==> src/verilog/pbc_pkg.sv <==
// Package with register map, field layout, defaults and carrier types for the pin bank.
package pbc_pkg;

    // ------------------------------------------------------------
    // Register map
    // ------------------------------------------------------------
    localparam logic [11:0] CFG_OFF      = 12'h018; // Pin bank configuration word.
    localparam logic [11:0] WAKE_OFF     = 12'h020; // Wake enable and polarity word.
    localparam logic [11:0] IRQ_STS_OFF  = 12'h040; // Sticky event status.
    localparam logic [11:0] IRQ_MASK_OFF = 12'h044; // Event mask.
    localparam logic [11:0] NV_CTRL_OFF  = 12'h048; // Nonvolatile image control.

    // ------------------------------------------------------------
    // Field positions
    // ------------------------------------------------------------
    localparam int FSEL_LSB = 12; // Function select field.
    localparam int DRV_LSB  = 8;  // Output driver type field.
    localparam int DIR_LSB  = 4;  // Direction field.
    localparam int LVL_LSB  = 0;  // Data field.
    localparam int POL_LSB  = 16; // Wake polarity field.
    localparam int WK_LSB   = 0;  // Wake enable field.

    // ------------------------------------------------------------
    // Fixed defaults used when no image exists
    // ------------------------------------------------------------
    localparam logic [3:0] FSEL_RST = 4'hf;
    localparam logic [3:0] DRV_RST  = 4'h0;
    localparam logic [3:0] DIR_RST  = 4'h0;
    localparam logic [3:0] LVL_RST  = 4'h0;

    // One configuration image of the pin bank.
    typedef struct packed {
        logic [3:0] fsel;  // One means pin used by another function.
        logic [3:0] drv;   // One means push/pull, zero open drain.
        logic [3:0] dir;   // One means output.
        logic [3:0] lvl;   // Stored output value.
    } pbc_cfg_t;

    localparam pbc_cfg_t CFG_RST = '{FSEL_RST, DRV_RST, DIR_RST, LVL_RST};

    // Pin signals of the bank.
    typedef struct packed {
        logic [3:0] o;     // Output value.
        logic [3:0] oe;    // Output enable, high while driving.
    } pbc_pin_t;

    // Image source encoding.
    typedef enum logic [1:0] {
        SRC_NONE   = 2'h0,
        SRC_OTP    = 2'h1,
        SRC_EEPROM = 2'h3
    } pbc_src_t;

endpackage
==> src/verilog/pbc_gpio_bank0.sv <==
// Pin bank 0 configuration, data and wake logic with an AHB-Lite register slave.
module pbc_gpio_bank0 #(
    parameter int NPINS = 4 // Pins in this bank.
) (
    input  wire logic                hclk,
    input  wire logic                hresetn,
    input  wire logic                hsel,
    input  wire logic [11:0]         haddr,
    input  wire logic [1:0]          htrans,
    input  wire logic                hwrite,
    input  wire logic [2:0]          hsize,
    input  wire logic [31:0]         hwdata,
    input  wire logic                hready,
    output logic      [31:0]         hrdata,
    output logic                     hreadyout,
    output logic                     hresp,
    input  wire logic                usb_reset,
    input  wire logic                lite_reset,
    input  wire logic                reset_protect,
    input  wire logic                nv_load,
    input  wire pbc_pkg::pbc_src_t   nv_src,
    input  wire pbc_pkg::pbc_cfg_t   nv_image,
    input  wire logic [3:0]          pin_in,
    output pbc_pkg::pbc_pin_t        pin,
    output logic                     wake,
    output logic                     irq
);

    // ------------------------------------------------------------
    // Elaboration check
    // ------------------------------------------------------------
    // Each field is four bits wide, so the bank is fixed at four pins.
    if (NPINS != 4)
    begin : g_chk
        $error("Pin bank serves exactly four pins.");
    end

    // ------------------------------------------------------------
    // State
    // ------------------------------------------------------------
    // All registered state of the block in one word.
    typedef struct packed {
        pbc_pkg::pbc_cfg_t cfg;     // Live configuration.
        pbc_pkg::pbc_cfg_t image;   // Last loaded nonvolatile image.
        logic [3:0]        wk_en;   // Wake enable per pin.
        logic [3:0]        wk_pol;  // Wake polarity per pin.
        logic [3:0]        sync1;   // First synchroniser stage.
        logic [3:0]        lvl_in;  // Sampled pin level.
        logic [3:0]        sts;     // Sticky event status.
        logic [3:0]        mask;    // Event mask.
        logic              dph;     // Write data phase pending.
        logic [11:0]       waddr;   // Latched write address.
        logic [31:0]       rdata;   // Read data.
        logic              wake;    // Registered wake output.
        pbc_pkg::pbc_pin_t pin;     // Registered pin drive.
    } pbc_state_t;

    pbc_state_t st_q;               // Current state.
    pbc_state_t st_d;               // Next state.

    logic       take;               // Address phase accepted.
    logic [3:0] act;                // Per-pin active condition.
    logic [3:0] ev;                 // Per-pin qualified event.
    logic       wk_src_ok;          // Some enabled wake pin is a general-purpose input.

    // Decode a register read into the bus word.
    function automatic logic [31:0] rd_word(input logic [11:0] a, input pbc_state_t s);
        logic [31:0] w;
        w = 32'h0000_0000;
        case (a)
            pbc_pkg::CFG_OFF:
            begin
                // Upper half reads zero, data field shows the pin level.
                w[15:0] = {s.cfg.fsel, s.cfg.drv, s.cfg.dir, s.lvl_in};
            end
            pbc_pkg::WAKE_OFF:
            begin
                w[pbc_pkg::POL_LSB +: 4] = s.wk_pol;
                w[pbc_pkg::WK_LSB +: 4]  = s.wk_en;
            end
            pbc_pkg::IRQ_STS_OFF:  w[3:0] = s.sts;
            pbc_pkg::IRQ_MASK_OFF: w[3:0] = s.mask;
            default:               w = 32'h0000_0000;
        endcase
        return w;
    endfunction

    // An address phase is taken only when the bus is ready and the transfer is real.
    assign take = hsel && hready && htrans[1];

    // ------------------------------------------------------------
    // Next-state logic
    // ------------------------------------------------------------
    // Computes every register's next value from bus, pins and resets.
    always_comb
    begin
        st_d = st_q;

        // Two-flop sampling of the pin levels.
        st_d.sync1  = pin_in;
        st_d.lvl_in = st_q.sync1;

        // Capture a new image; source order is resolved by the loader.
        if (nv_load)
        begin
            if (nv_src == pbc_pkg::SRC_NONE)
            begin
                st_d.image = pbc_pkg::CFG_RST;
            end
            else
            begin
                st_d.image = nv_image;
            end
        end

        // Write data phase.
        if (st_q.dph)
        begin
            case (st_q.waddr)
                pbc_pkg::CFG_OFF:
                begin
                    // Only the low half is writable.
                    st_d.cfg = pbc_pkg::pbc_cfg_t'(hwdata[15:0]);
                end
                pbc_pkg::WAKE_OFF:
                begin
                    st_d.wk_pol = hwdata[pbc_pkg::POL_LSB +: 4];
                    st_d.wk_en  = hwdata[pbc_pkg::WK_LSB +: 4];
                end
                pbc_pkg::IRQ_MASK_OFF: st_d.mask = hwdata[3:0];
                default:
                begin
                    // Unmapped or read-only words ignore writes.
                end
            endcase
        end

        // Bus or lite reset restores the image unless protection holds it.
        // It comes after the write so that a reset during a data phase wins.
        if ((usb_reset || lite_reset) && !reset_protect)
        begin
            st_d.cfg = nv_load ? st_d.image : st_q.image;
        end

        // Address phase bookkeeping.
        // Every taken transfer keeps the address, but only writes open a data phase; reads answer from the address phase itself.
        st_d.dph   = take && hwrite;
        st_d.waddr = take ? haddr : st_q.waddr;
        if (take && !hwrite)
        begin
            st_d.rdata = rd_word(haddr, st_q);
        end

        // Pin drive: open drain only pulls low.
        // Built from the next configuration so that the pins and the fields agree.
        for (int i = 0; i < 4; i++)
        begin
            st_d.pin.o[i]  = st_d.cfg.lvl[i];
            st_d.pin.oe[i] = !st_d.cfg.fsel[i] && st_d.cfg.dir[i]
                             && (st_d.cfg.drv[i] || !st_d.cfg.lvl[i]);
        end

        // Status: clear by writing one, a new event wins.
        if (st_q.dph && st_q.waddr == pbc_pkg::IRQ_STS_OFF)
        begin
            st_d.sts = st_q.sts & ~hwdata[3:0];
        end
        st_d.sts  = st_d.sts | ev;
        st_d.wake = |(ev & st_q.wk_en);
    end

    // Pins qualified as input general-purpose at their active polarity.
    assign act = ~st_q.cfg.fsel & ~st_q.cfg.dir & ~(st_q.lvl_in ^ st_q.wk_pol);
    assign ev  = act;

    // Checker helper: a wake may only follow an enabled general-purpose input pin.
    assign wk_src_ok = |(~st_q.cfg.dir & ~st_q.cfg.fsel & st_q.wk_en);

    // ------------------------------------------------------------
    // State register
    // ------------------------------------------------------------
    // Asynchronous reset loads the fixed defaults.
    always_ff @(posedge hclk or negedge hresetn)
    begin
        if (!hresetn)
        begin
            // Fixed defaults stand until a nonvolatile image arrives.
            st_q      <= '0;
            st_q.cfg  <= pbc_pkg::CFG_RST;
            st_q.image <= pbc_pkg::CFG_RST;
        end
        else
        begin
            st_q <= st_d;
        end
    end

    // ------------------------------------------------------------
    // Outputs
    // ------------------------------------------------------------
    assign hrdata    = st_q.rdata;
    // The slave never stalls and always answers OKAY.
    assign hreadyout = 1'b1;
    assign hresp     = 1'b0;
    assign pin       = st_q.pin;
    assign wake      = st_q.wake;
    assign irq       = |(st_q.sts & st_q.mask);
endmodule

==> config.mk <==
export PLATFORM = sky130hd
export DESIGN_NAME = pbc_gpio_bank0
export DESIGN_NICKNAME = d
export VERILOG_FILES = /design/src/verilog/pbc_pkg.sv /design/src/verilog/pbc_gpio_bank0.sv
export SDC_FILE = /design/constraint.sdc
export NUM_CORES = 1
export LEC_CHECK = 0
export BUFFER_PORTS_ARGS = -buffer_cell sky130_fd_sc_hd__buf_2
export CAP_MARGIN = 20
export CORE_AREA = 2 2 92 94
export CTS_BUF_LIST = sky130_fd_sc_hd__clkbuf_4
export DETAILED_ROUTE_END_ITERATION = 7
export DIE_AREA = 0 0 94 96
export HOLD_SLACK_MARGIN = 0.02
export PLACE_DENSITY = 0.83
export SLEW_MARGIN = 20
export SYNTH_ARGS = -nofsm -noshare
export SYNTH_HDL_FRONTEND = slang
export SYNTH_SLANG_ARGS = --single-unit
==> constraint.sdc <==
create_clock -name hclk -period 7.09 [get_ports hclk]
set_input_delay 0 -clock hclk [delete_from_list [all_inputs] [get_ports hclk]]
set_output_delay 0 -clock hclk [all_outputs]
set_load 0.005 [all_outputs]
==> results of run 1 <==
repair_timing:
item                                   4_1_cts  5_1_grt
endpoints found under the hold margin       95        1
buffers inserted                             0        0
hold buffers                                58        1
flip-flops by register name, indices dropped and copies added (netlist names):
name and cells:
hrdata 20, st_q 61, pin 8, wake 1, st_d 4
per-layer routing:
metal / share of wire / up-vias / GRT usage
met5: 0 / - / 0
met4: 0.024 / 0 / 0.09058
met3: 0.072 / 22 / 0.06186
met2: 0.49 / 185 / 0.3905
met1: 0.42 / 1609 / 0.3251
li1: - / 1531 / -
Yosys cell counts (2+ instances only):
cell | instances | area [sq um]
a211oi_1 | 6 | 45.04
buf_6 | 2 | 22.52
mux2_2 | 28 | 315.3
xor2_1 | 4 | 35.03
dfstp_2 | 8 | 210.2
clkbuf_1 | 11 | 41.29
nand2_1 | 63 | 236.5
nand2b_1 | 14 | 87.58
conb_1 | 2 | 7.510
nor2_1 | 9 | 33.78
nand3b_1 | 2 | 15.01
a221o_2 | 3 | 33.78
and4_1 | 2 | 17.52
nor3_1 | 7 | 35.03
a221oi_1 | 8 | 70.07
a22oi_1 | 8 | 60.06
buf_4 | 42 | 315.3
dfrtp_1 | 86 | 2152
or4_4 | 2 | 22.52
inv_1 | 9 | 33.78
nor2b_1 | 2 | 12.51
o21ai_0 | 13 | 65.06
a221o_1 | 4 | 40.04
nor4_1 | 4 | 25.02
a21o_1 | 4 | 30.03
nand3_1 | 6 | 30.03
o22a_1 | 3 | 26.28
a211oi_2 | 2 | 25.02
a21oi_1 | 17 | 85.08
per-stage QoR:
step / hold WS (ps) / instance area [sq um] / power (W) / cells / util
finish: 64.65 / 5250 / 0.001066 / 616 / 0.6521
global route: 58.49 / 5250 / 0.001115 / 616 / 0.6521
CTS: 23.61 / 5240 / 0.001063 / 615 / 0.6508
detailed placement: -85.50 / 4527 / 0.0007631 / 541 / 0.5622
global placement: -88.99 / 4527 / 0.0007542 / 541 / 0.5622
floorplan: -295.6 / 4307 / 0.0007124 / 397 / -
worst paths after layout:
check                           cells after the start  slack, ps                  end                 start
max in group asynchronous                           3       5730   st_q[81]$_DFF_PN0_               hresetn
worst min-delay path                                2         60  st_q[108]$_DFF_PN1_               hresetn
worst min register to register                      0        360   st_q[65]$_DFF_PN0_    st_d[65]$_DFF_PN0_
worst max-delay path                                5       4000     pin[3]$_DFF_PN0_  st_q[50]$_DFFE_PN0P_
min in group hclk                                   4         90  st_q[107]$_DFF_PN1_             usb_reset
worst max register to register                      5       4000     pin[3]$_DFF_PN0_  st_q[50]$_DFFE_PN0P_
area by class of cell:
class | count | area, sq um
clock buffer | 11 | 82.58
clock inverter | 5 | 50.05
fill | 616 | 2801
inverter | 9 | 33.78
multi-input combinational | 238 | 1516
sequential | 94 | 2362
tap | 105 | 131.4
timing repair buffer | 154 | 1074
logic make-up after synthesis:
| family | after synthesis |
|---|---|
| xor+xnor | 4 |
| simple gates | 120 |
| compound gates | 71 |
| buf+inv | 65 |
| mux | 29 |
| flops | 94 |
| other cells | 2 |
power by group:
| group | leakage, nW | internal, W | switching, W | total [W] |
|---|---|---|---|---|
| sequential | 1.16 | 0.000586 | 0.0000326 | 0.000619 |
| combinational | 1.28 | 0.0000862 | 0.0000798 | 0.000166 |
| clock | 0.0719 | 0.000113 | 0.000168 | 0.000281 |
| total | 2.51 | 0.000786 | 0.000280 | 0.00107 |
==> results by group, run 1 <==
Layout
  – Layout overhead on the synthesized area: 23.19%
  – Diode count: 0
  – Share of cells above drive strength 1: 0.3112
  – Final nets: 586
  – Most common cell after layout, fill and taps aside: buf_2
  – Commonest cells after routing, fill and taps aside: buf_2 (92), dfrtp_1 (86), nand2_1 (63)

Placement
  – # port buffers: slightly above 90
  – Gpl congestion: between 0.8 and 0.9
  – Pre-CTS setup slack: 4116 ps
  – Hpwl dp: just under 7 mm

Setup path
  – Crit path required time: 7430 ps
  – Critical path type: flop to flop
  – CP peak stage delay: roughly 870 ps
  – Most frequent CP cell: or4_4
  – CP Cell Sequence: or4_4 > or4_4 > nor2b_1 > a221oi_1 > a211oi_1
  – Slowest CP cell: nor2b_1
  – CP Max Fanout: 15
  – Worst setup EP type: flop
  – Worst endpoint data arrival time: ~3400 ps
  – Crit path buffers/inverters: 0
  – Delay-heaviest family, CP: simple AND/OR/NAND/NOR gates
  – Critical path launch point type: flop

Routing
  – Via Count: approximately 3,300
  – Initial DRC Count: around 370
  – DRT Pass-1 Iters: 5
  – DR DRC count: 0
  – Vias per cell: between 5 and 6
  – Final ANT Viol Nets: 0
  – Wire length per cell: approximately 17 um
  – Total routed wirelength: just over 10 mm

Clock network
  – H-Tree Depth: 3
  – Count of clock tree sinks: 94
  – CTS buffer count: 9
  – # resized after CTS: 0
  – CTS tree: yes
  – CTS clk-pin slew, worst paths: around 140 ps
  – CTS max path bufs: 2
  – Worst skew pair latency: between 400 and 500 ps
  – Clock root cell: clkbuf_4

Synth
  – Post-synthesis xor/xnor area fraction: 0.008221
  – Syn_area_per_cell: 11.07 sq um
  – Top_reg_cell synth: dfrtp_1
  – Synth cell types: 43
  – Largest family of logic cells by synthesized area: simple AND/OR/NAND/NOR gates
  – Adder-cell area share of the yosys netlist: 0
  – Async SR Flop Fraction: 1.000
  – Synth Area in Compound Gates: 0.1195
  – Post-synthesis cell area: roughly 4300 sq um
  – Cells after Synth: about 390
  – Seq/Total Area, Yosys: 0.5543
  – EDFF count, synth: 0
  – Mux contribution to synthesized area: 0.07634
  – Register bit total from synthesis: between 90 and 100
  – Yosys Warn Count: 0
  – Simple-Gate Fraction of Synth Area: 0.1395

STA
  – Final TNS setup: 0 ps
  – Clk_skew: 20.02 ps
  – Setup ws final: ~4000 ps
  – Final Hold Fails: 0
  – Unrepaired setup endpoints after global routing: no
  – Worst Tran Pin Value: ~1100 ps
  – Relative slew slack: 0.2669
  – Fin crit share: 0.4355
  – Final setup fails: 0
  – Fmax achieved: 0.3239 GHz
  – Fin. max-slew vios: 0
  – Post-route minimum period: around 3100 ps

Global routing
  – Total global routing overflow: 0
  – Number of global-route vias before repair: 3,295
  – Largest net degree at the start of global routing: between 70 and 80
  – Global-route usage over all layers: 0.2441
  – First-pass GRT wire length: between 15 and 20 mm
  – Initial antenna violation count: 0

Floorplan
  – Ports: approximately 120
  – Die Span X: between 90 and 100 um
  – Core area: slightly above 8000 sq um
  – Std-Cell Rows: 33
  – Initial Util: 0.5293
  – Die area: 9024 sq um
  – Die Height: ~96 um

Job
  – Maxcap violations: 0

Pwr
  – PD cells: roughly 200 nW/um^2
  – Maximum vdd drop: 0.09432 mV
  – Leak: between 2 and 3 nW

Worst hold path
  – Min-Delay Path Class: input port to asynchronous set/reset pin

Run status
  – Status: complete, no violations
(Power assumes the default switching activity.)
==> inputs of run 2 (changes only) <==
- clock period: 7.09 -> 3.1 ns (I/O delays scaled with it)
==> run 2 against run 1 <==
  * Sequential power is 130% higher
  * Die area did not move
  * Register-to-register slack got worse by 3500 ps
  * Critical path depth is 1 higher
  * Non-clock buffer count rose by 2
  * Setup slack lost 3500 ps
  * Worst hold slack lost 15 ps
  * Critical endpoint unchanged
  * Largest power group unchanged
==> results by group, run 2 (synthesis results as in run 1) <==
Routing
  – Initial DRC Count: between 200 and 300
  – Final ANT Viol Nets: 0
  – Vias per cell: 5.553
  – Via Count: 3,437
  – Total routed wirelength: approximately 10 mm
  – DRT Pass-1 Iters: 5
  – DR DRC count: 0
  – Wire length per cell: 16.77 um

Layout
  – Final nets: between 500 and 600
  – Most flops, register: st_q
  – Share of cells above drive strength 1: 0.3216
  – Most common cell after layout, fill and taps aside: buf_2
  – Number of fill cells in the layout: ~610
  – Layout overhead on the synthesized area: 23.16%
  – Max reg flops: 61
  – Commonest cells after routing, fill and taps aside: buf_2 (92), dfrtp_1 (86), nand2_1 (63)

Pwr
  – PD cells: roughly 450 nW/um^2
  – PnR Total Power: roughly 0.0024 W
  – Leak: between 2 and 3 nW
  – Maximum vdd drop: between 0.2 and 0.25 mV

STA
  – Worst Tran Pin Value: between 900 and 1000 ps
  – Fmax achieved: around 0.38 GHz
  – Fin crit share: 0.8425
  – Final setup fails: 0
  – Fin. max-slew vios: 0
  – Worst hold slack: slightly below 50 ps
  – Post-route minimum period: about 2600 ps
  – Final TNS setup: 0 ps
  – Setup ws final: ~490 ps
  – Relative slew slack: 0.3485
  – Clk_skew: around 28 ps
  – Unrepaired setup endpoints after global routing: no
  – Final Hold Fails: 0

Job
  – Maxcap violations: 0

Setup path
  – Crit path required time: approximately 3400 ps
  – Worst setup EP type: flop
  – Worst endpoint data arrival time: 2930 ps
  – CP Max Fanout: 11
  – Critical path type: flop to flop
  – Critical path launch point type: flop

Floorplan
  – Ports: ~120
  – Core area: between 8000 and 9000 sq um
  – Die area: about 9000 sq um
  – Initial Util: 0.5293
  – Die Span X: 94 um
  – Std-Cell Rows: 33
  – Die Height: approximately 96 um

Global routing
  – Number of global-route vias before repair: 3,365
  – First-pass GRT wire length: about 17 mm
  – Global-route usage over all layers: 0.2427
  – Largest net degree at the start of global routing: a little over 80
  – Total global routing overflow: 0
  – Initial antenna violation count: 0

Placement
  – Hpwl dp: between 6 and 7 mm
  – Pre-CTS setup slack: ~630 ps
  – # port buffers: between 90 and 100
  – Gpl congestion: 0.8528

Clock network
  – CTS tree: yes
  – H-Tree Depth: 3
  – CTS buffer count: 9
  – Count of clock tree sinks: between 90 and 100
  – CTS max path bufs: 2
  – Post-CTS Setup Bufs: 0
  – Clock root cell: clkbuf_4
  – Worst skew pair latency: around 430 ps
  – CTS clk-pin slew, worst paths: about 160 ps

Worst hold path
  – Min-Delay Path Class: input port to flop

Run status
  – Status: complete, no violations
-- run 2: timing repair --
item | 4_1_cts | 5_1_grt
endpoints found under the hold margin | 142 | 0
endpoints found under the setup margin | 0 | 0
hold buffers | 57 | 0
resized for setup | 0 | 0
-- run 2: report_power, final --
part | switching, W | total (W) | internal, W
Clock | 0.000407 | 0.000586 | 0.000179
Combinational | 0.000179 | 0.000375 | 0.000197
Sequential | 0.0000787 | 0.00142 | 0.00134
Total | 0.000665 | 0.00238 | 0.00172
-- run 2: area by class of cell --
cell class / instances / area (sq um) / area share
clock buffer: 10 / 75.07 / 0.01430
inverter: 9 / 33.78 / 0.006436
clock inverter: 6 / 43.79 / 0.008343
multi-input combinational: 238 / 1516 / 0.2889
sequential: 94 / 2362 / 0.4501
tap: 105 / 131.4 / 0.02503
antenna: 1 / 2.502 / 0.0004768
timing repair buffer: 156 / 1084 / 0.2064
-- run 2: worst max-delay path, stage by stage, from the launching register on --
cell and delay, ps:
dfrtp_1 400, or4_4 550, or4_4 570, nor2b_1 360, buf_4 270, a221oi_1 120, a211oi_1 240
-- run 2: path summary, 6_finish.rpt --
check                                      from             endpoint  slack, ps  cells past startpoint
max                        st_q[50]$_DFFE_PN0P_     pin[3]$_DFF_PN0_        490                      6
min reg2reg                  st_d[65]$_DFF_PN0_   st_q[65]$_DFF_PN0_        360                      0
max reg2reg                st_q[50]$_DFFE_PN0P_     pin[3]$_DFF_PN0_        490                      6
max in group asynchronous               hresetn  st_q[108]$_DFF_PN1_       2010                      3
min                                     nv_load   st_q[84]$_DFF_PN0_         50                      3
min in group asynchronous               hresetn   st_q[79]$_DFF_PN0_        260                      2
-- run 2: per-layer routing --
metal | GRT usage | share of wire
met4 | 0.1304 | 0.047
met3 | 0.04385 | 0.057
met1 | 0.3162 | 0.41
met2 | 0.3893 | 0.48
met5 | 0 | 0
-- run 2: per-stage QoR --
| stage | std cells | instance area, sq um | utilization |
|---|---|---|---|
| after global routing | 618 | 5246 | 0.6516 |
| after CTS | 618 | 5246 | 0.6516 |
| after detailed placement | 545 | 4557 | 0.5660 |
| final | 619 | 5249 | 0.6519 |
| after global placement | 545 | 4557 | 0.5660 |
| after floorplan | 397 | 4307 | - |
==> inputs of run 3 (changes only) <==
- ABC_AREA: unset -> 1
- CORE_AREA: 2 2 92 94 -> 2 2 95 97
- DIE_AREA: 0 0 94 96 -> 0 0 97 99
- clock period: 3.1 -> 2.7 ns (I/O delays scaled with it)
==> run 3 against run 2 <==
  * First-iteration DRC count up 30%
  * Clock skew down 3.0 ps
  * Critical endpoint is now st_q[107]$_DFF_PN1_
  * Clock-buffer cell count unchanged
  * Sequential share of layout area down 3.6 points
  * Design area up 8.8%
  * Combinational power up 32%
==> results by group, run 3 <==
Layout
  – Post-route cell area: between 5000 and 6000 sq um
  – Final nets: 747
  – Number of fill cells in the layout: 668
  – Layout overhead on the synthesized area: 23.15%
  – Commonest cells after routing, fill and taps aside: nand2_1 (115), buf_2 (92), dfrtp_1 (86)
  – Most common cell after layout, fill and taps aside: nand2_1
  – Max reg flops: slightly above 60
  – Final non-filler cell total: between 700 and 800
  – Share of cells above drive strength 1: 0.2292
  – Most flops, register: st_q
  – Finished Core Util: 0.6680

Global routing
  – First-pass GRT wire length: roughly 19 mm
  – Largest net degree at the start of global routing: 50
  – Total global routing overflow: 0
  – Global-route usage over all layers: 0.2454
  – Initial antenna violation count: 1
  – Number of global-route vias before repair: roughly 3,900

Worst hold path
  – Hold path endpoint: st_q[99]$_DFF_PN0_
  – Hold Path Cell Cnt: 5
  – Min-Delay Path Class: input port to flop
  – Hold Path Origin: reset_protect

Setup path
  – CP Max Fanout: 17
  – FF-to-FF setup slack: ~470 ps
  – Crit path required time: 3090 ps
  – Worst R2R Start: st_q[42]$_DFFE_PN0P_
  – Critical path type: flop to flop
  – Worst endpoint data arrival time: 2620 ps
  – Worst setup EP type: flop
  – Worst Reg2Reg Path Length in Cells: 8
  – Critical path launch point type: flop
  – Reg-to-reg critical path endpoint: st_q[107]$_DFF_PN1_

Synth
  – Top post-synthesis cells by count: nand2_1 (115), dfrtp_1 (86), inv_1 (75)
  – EDFF count, synth: 0
  – Cells after Synth: about 550
  – Top_reg_cell synth: dfrtp_1
  – Share of the synthesized area in the top cell type: 0.4640
  – Syn_area_per_cell: 8.495 sq um
  – Seq/Total Area, Yosys: 0.5093
  – Yosys Warn Count: 0
  – Register bit total from synthesis: 94
  – Area contributors post-synth: dfrtp_1 (46%), nand2_1 (9.3%), buf_4 (7.1%)
  – Async SR Flop Fraction: 1.000
  – Most common cell in the synthesized netlist: nand2_1
  – Synth cell types: 33
  – Synth area leader: dfrtp_1
  – Post-synthesis cell area: approximately 4600 sq um

STA
  – Relative slew slack: 0.5830
  – Fmax achieved: approximately 0.45 GHz
  – Unrepaired setup endpoints after global routing: no
  – Clk_skew: ~25 ps
  – Final setup fails: 0
  – Fin crit share: 0.8274
  – Worst Tran Pin Value: 625.6 ps
  – Post-route minimum period: between 2000 and 2500 ps
  – Final Hold Fails: 0
  – Fin. max-slew vios: 0
  – Final TNS setup: 0 ps

Routing
  – Final ANT Viol Nets: 0
  – DRT Pass-1 Iters: 5
  – Initial DRC Count: ~390
  – DR DRC count: 0
  – Via Count: 3,997
  – Total routed wirelength: between 10 and 15 mm
  – Wire length per cell: ~14 um
  – Vias per cell: 5.118

Clock network
  – # resized after CTS: 0
  – H-Tree Depth: 3
  – CTS tree: yes
  – CTS clk-pin slew, worst paths: approximately 140 ps
  – Worst skew pair latency: between 400 and 500 ps
  – CTS buffer count: 9
  – Clock root cell: clkbuf_4
  – Count of clock tree sinks: 94
  – CTS max path bufs: 2

Floorplan
  – Std-Cell Rows: 34
  – Initial Util: 0.5424
  – Die Height: 99 um
  – Die area: slightly below 10,000 sq um
  – Ports: around 120
  – Die Span X: about 97 um
  – Core area: 8551 sq um

Placement
  – Hpwl dp: 7.547 mm
  – Placed insts: about 700
  – Post-placement cell area: roughly 4900 sq um
  – Gpl congestion: 0.8839
  – # port buffers: a little over 90

Pwr
  – Leak: between 3 and 4 nW
  – Maximum vdd drop: between 0.3 and 0.4 mV
  – PnR Total Power: ~0.0030 W
  – PD cells: about 530 nW/um^2

Run status
  – Status: complete, no violations

Job
  – Maxcap violations: 0
run 3: power by group:
part	switching, W	internal (W)	total (W)
Clock	0.000471	0.000479	0.000951
Sequential	0.0000573	0.00153	0.00158
Combinational	0.000284	0.000212	0.000496
Total	0.000813	0.00222	0.00303
run 3: cells by family (layout without fill, tap and decap cells):
family                 after synthesis  count (layout)  synth area share
AND/OR/NAND/NOR                    240             240            0.2449
other                                2              15          0.001619
buffers and inverters              138             252            0.1521
XOR/XNOR                             2               2          0.003777
multiplexers                         2               2          0.004855
flip-flops                          94              94            0.5093
AO/OA/AOI/OAI                       68              68           0.08336
run 3: metrics by stage:
stage / hold slack [ps] / worst slack (ps)
floorplan: -295.6 / 1280
CTS: 23.53 / 540.2
detailed placement: 60.36 / 895.2
finish: 36.79 / 466.1
global route: 37.81 / 286.3
global placement: 111.0 / 940.8
run 3: layout make-up:
class / count / area, sq um / share of cell area
antenna: 1 / 2.502 / 0.0004381
clock buffer: 10 / 75.07 / 0.01314
timing repair buffer: 157 / 1114 / 0.1950
clock inverter: 6 / 111.4 / 0.01950
multi-input combinational: 326 / 1615 / 0.2828
sequential: 94 / 2362 / 0.4136
inverter: 79 / 296.5 / 0.05192
tap: 108 / 135.1 / 0.02366
run 3: routing by layer:
layer	vias to the layer above	wire [um]	global-route usage
met1	1877	4755	0.3296
met5	-	0	0
met3	30	774	0.04255
met2	177	5441	0.3953
met4	0	285	0.1083
li1	1913	-	-
run 3: worst max-delay path, stage by stage (launching register included):
cell	delay, ps
dfrtp_1	410
nor2_1	200
nand2_2	100
nor2_4	340
nand2_4	240
nand2_1	110
nand3_1	80
nand2_1	120
dlygate4sd3_1	580
run 3: worst max path at each step:
stage	from	slack, ps	endpoint	depth (start not counted)
2_1_floorplan	st_q[48]$_DFFE_PN0P_	1280	pin[2]$_DFF_PN0_	11
3_3_place_gp	st_q[42]$_DFFE_PN0P_	940	pin[1]$_DFF_PN0_	10
3_5_place_dp	st_q[42]$_DFFE_PN0P_	900	pin[0]$_DFF_PN0_	10
4_1_cts	st_q[42]$_DFFE_PN0P_	540	st_q[107]$_DFF_PN1_	8
5_1_grt	st_q[42]$_DFFE_PN0P_	290	st_q[107]$_DFF_PN1_	8
6_report	st_q[42]$_DFFE_PN0P_	470	st_q[107]$_DFF_PN1_	8
run 3: timing repair:
item,4_1_cts,5_1_grt
hold endpoints to repair,123,0
setup buffers,0,0
endpoints found under the setup margin,0,0
hold buffers,61,0
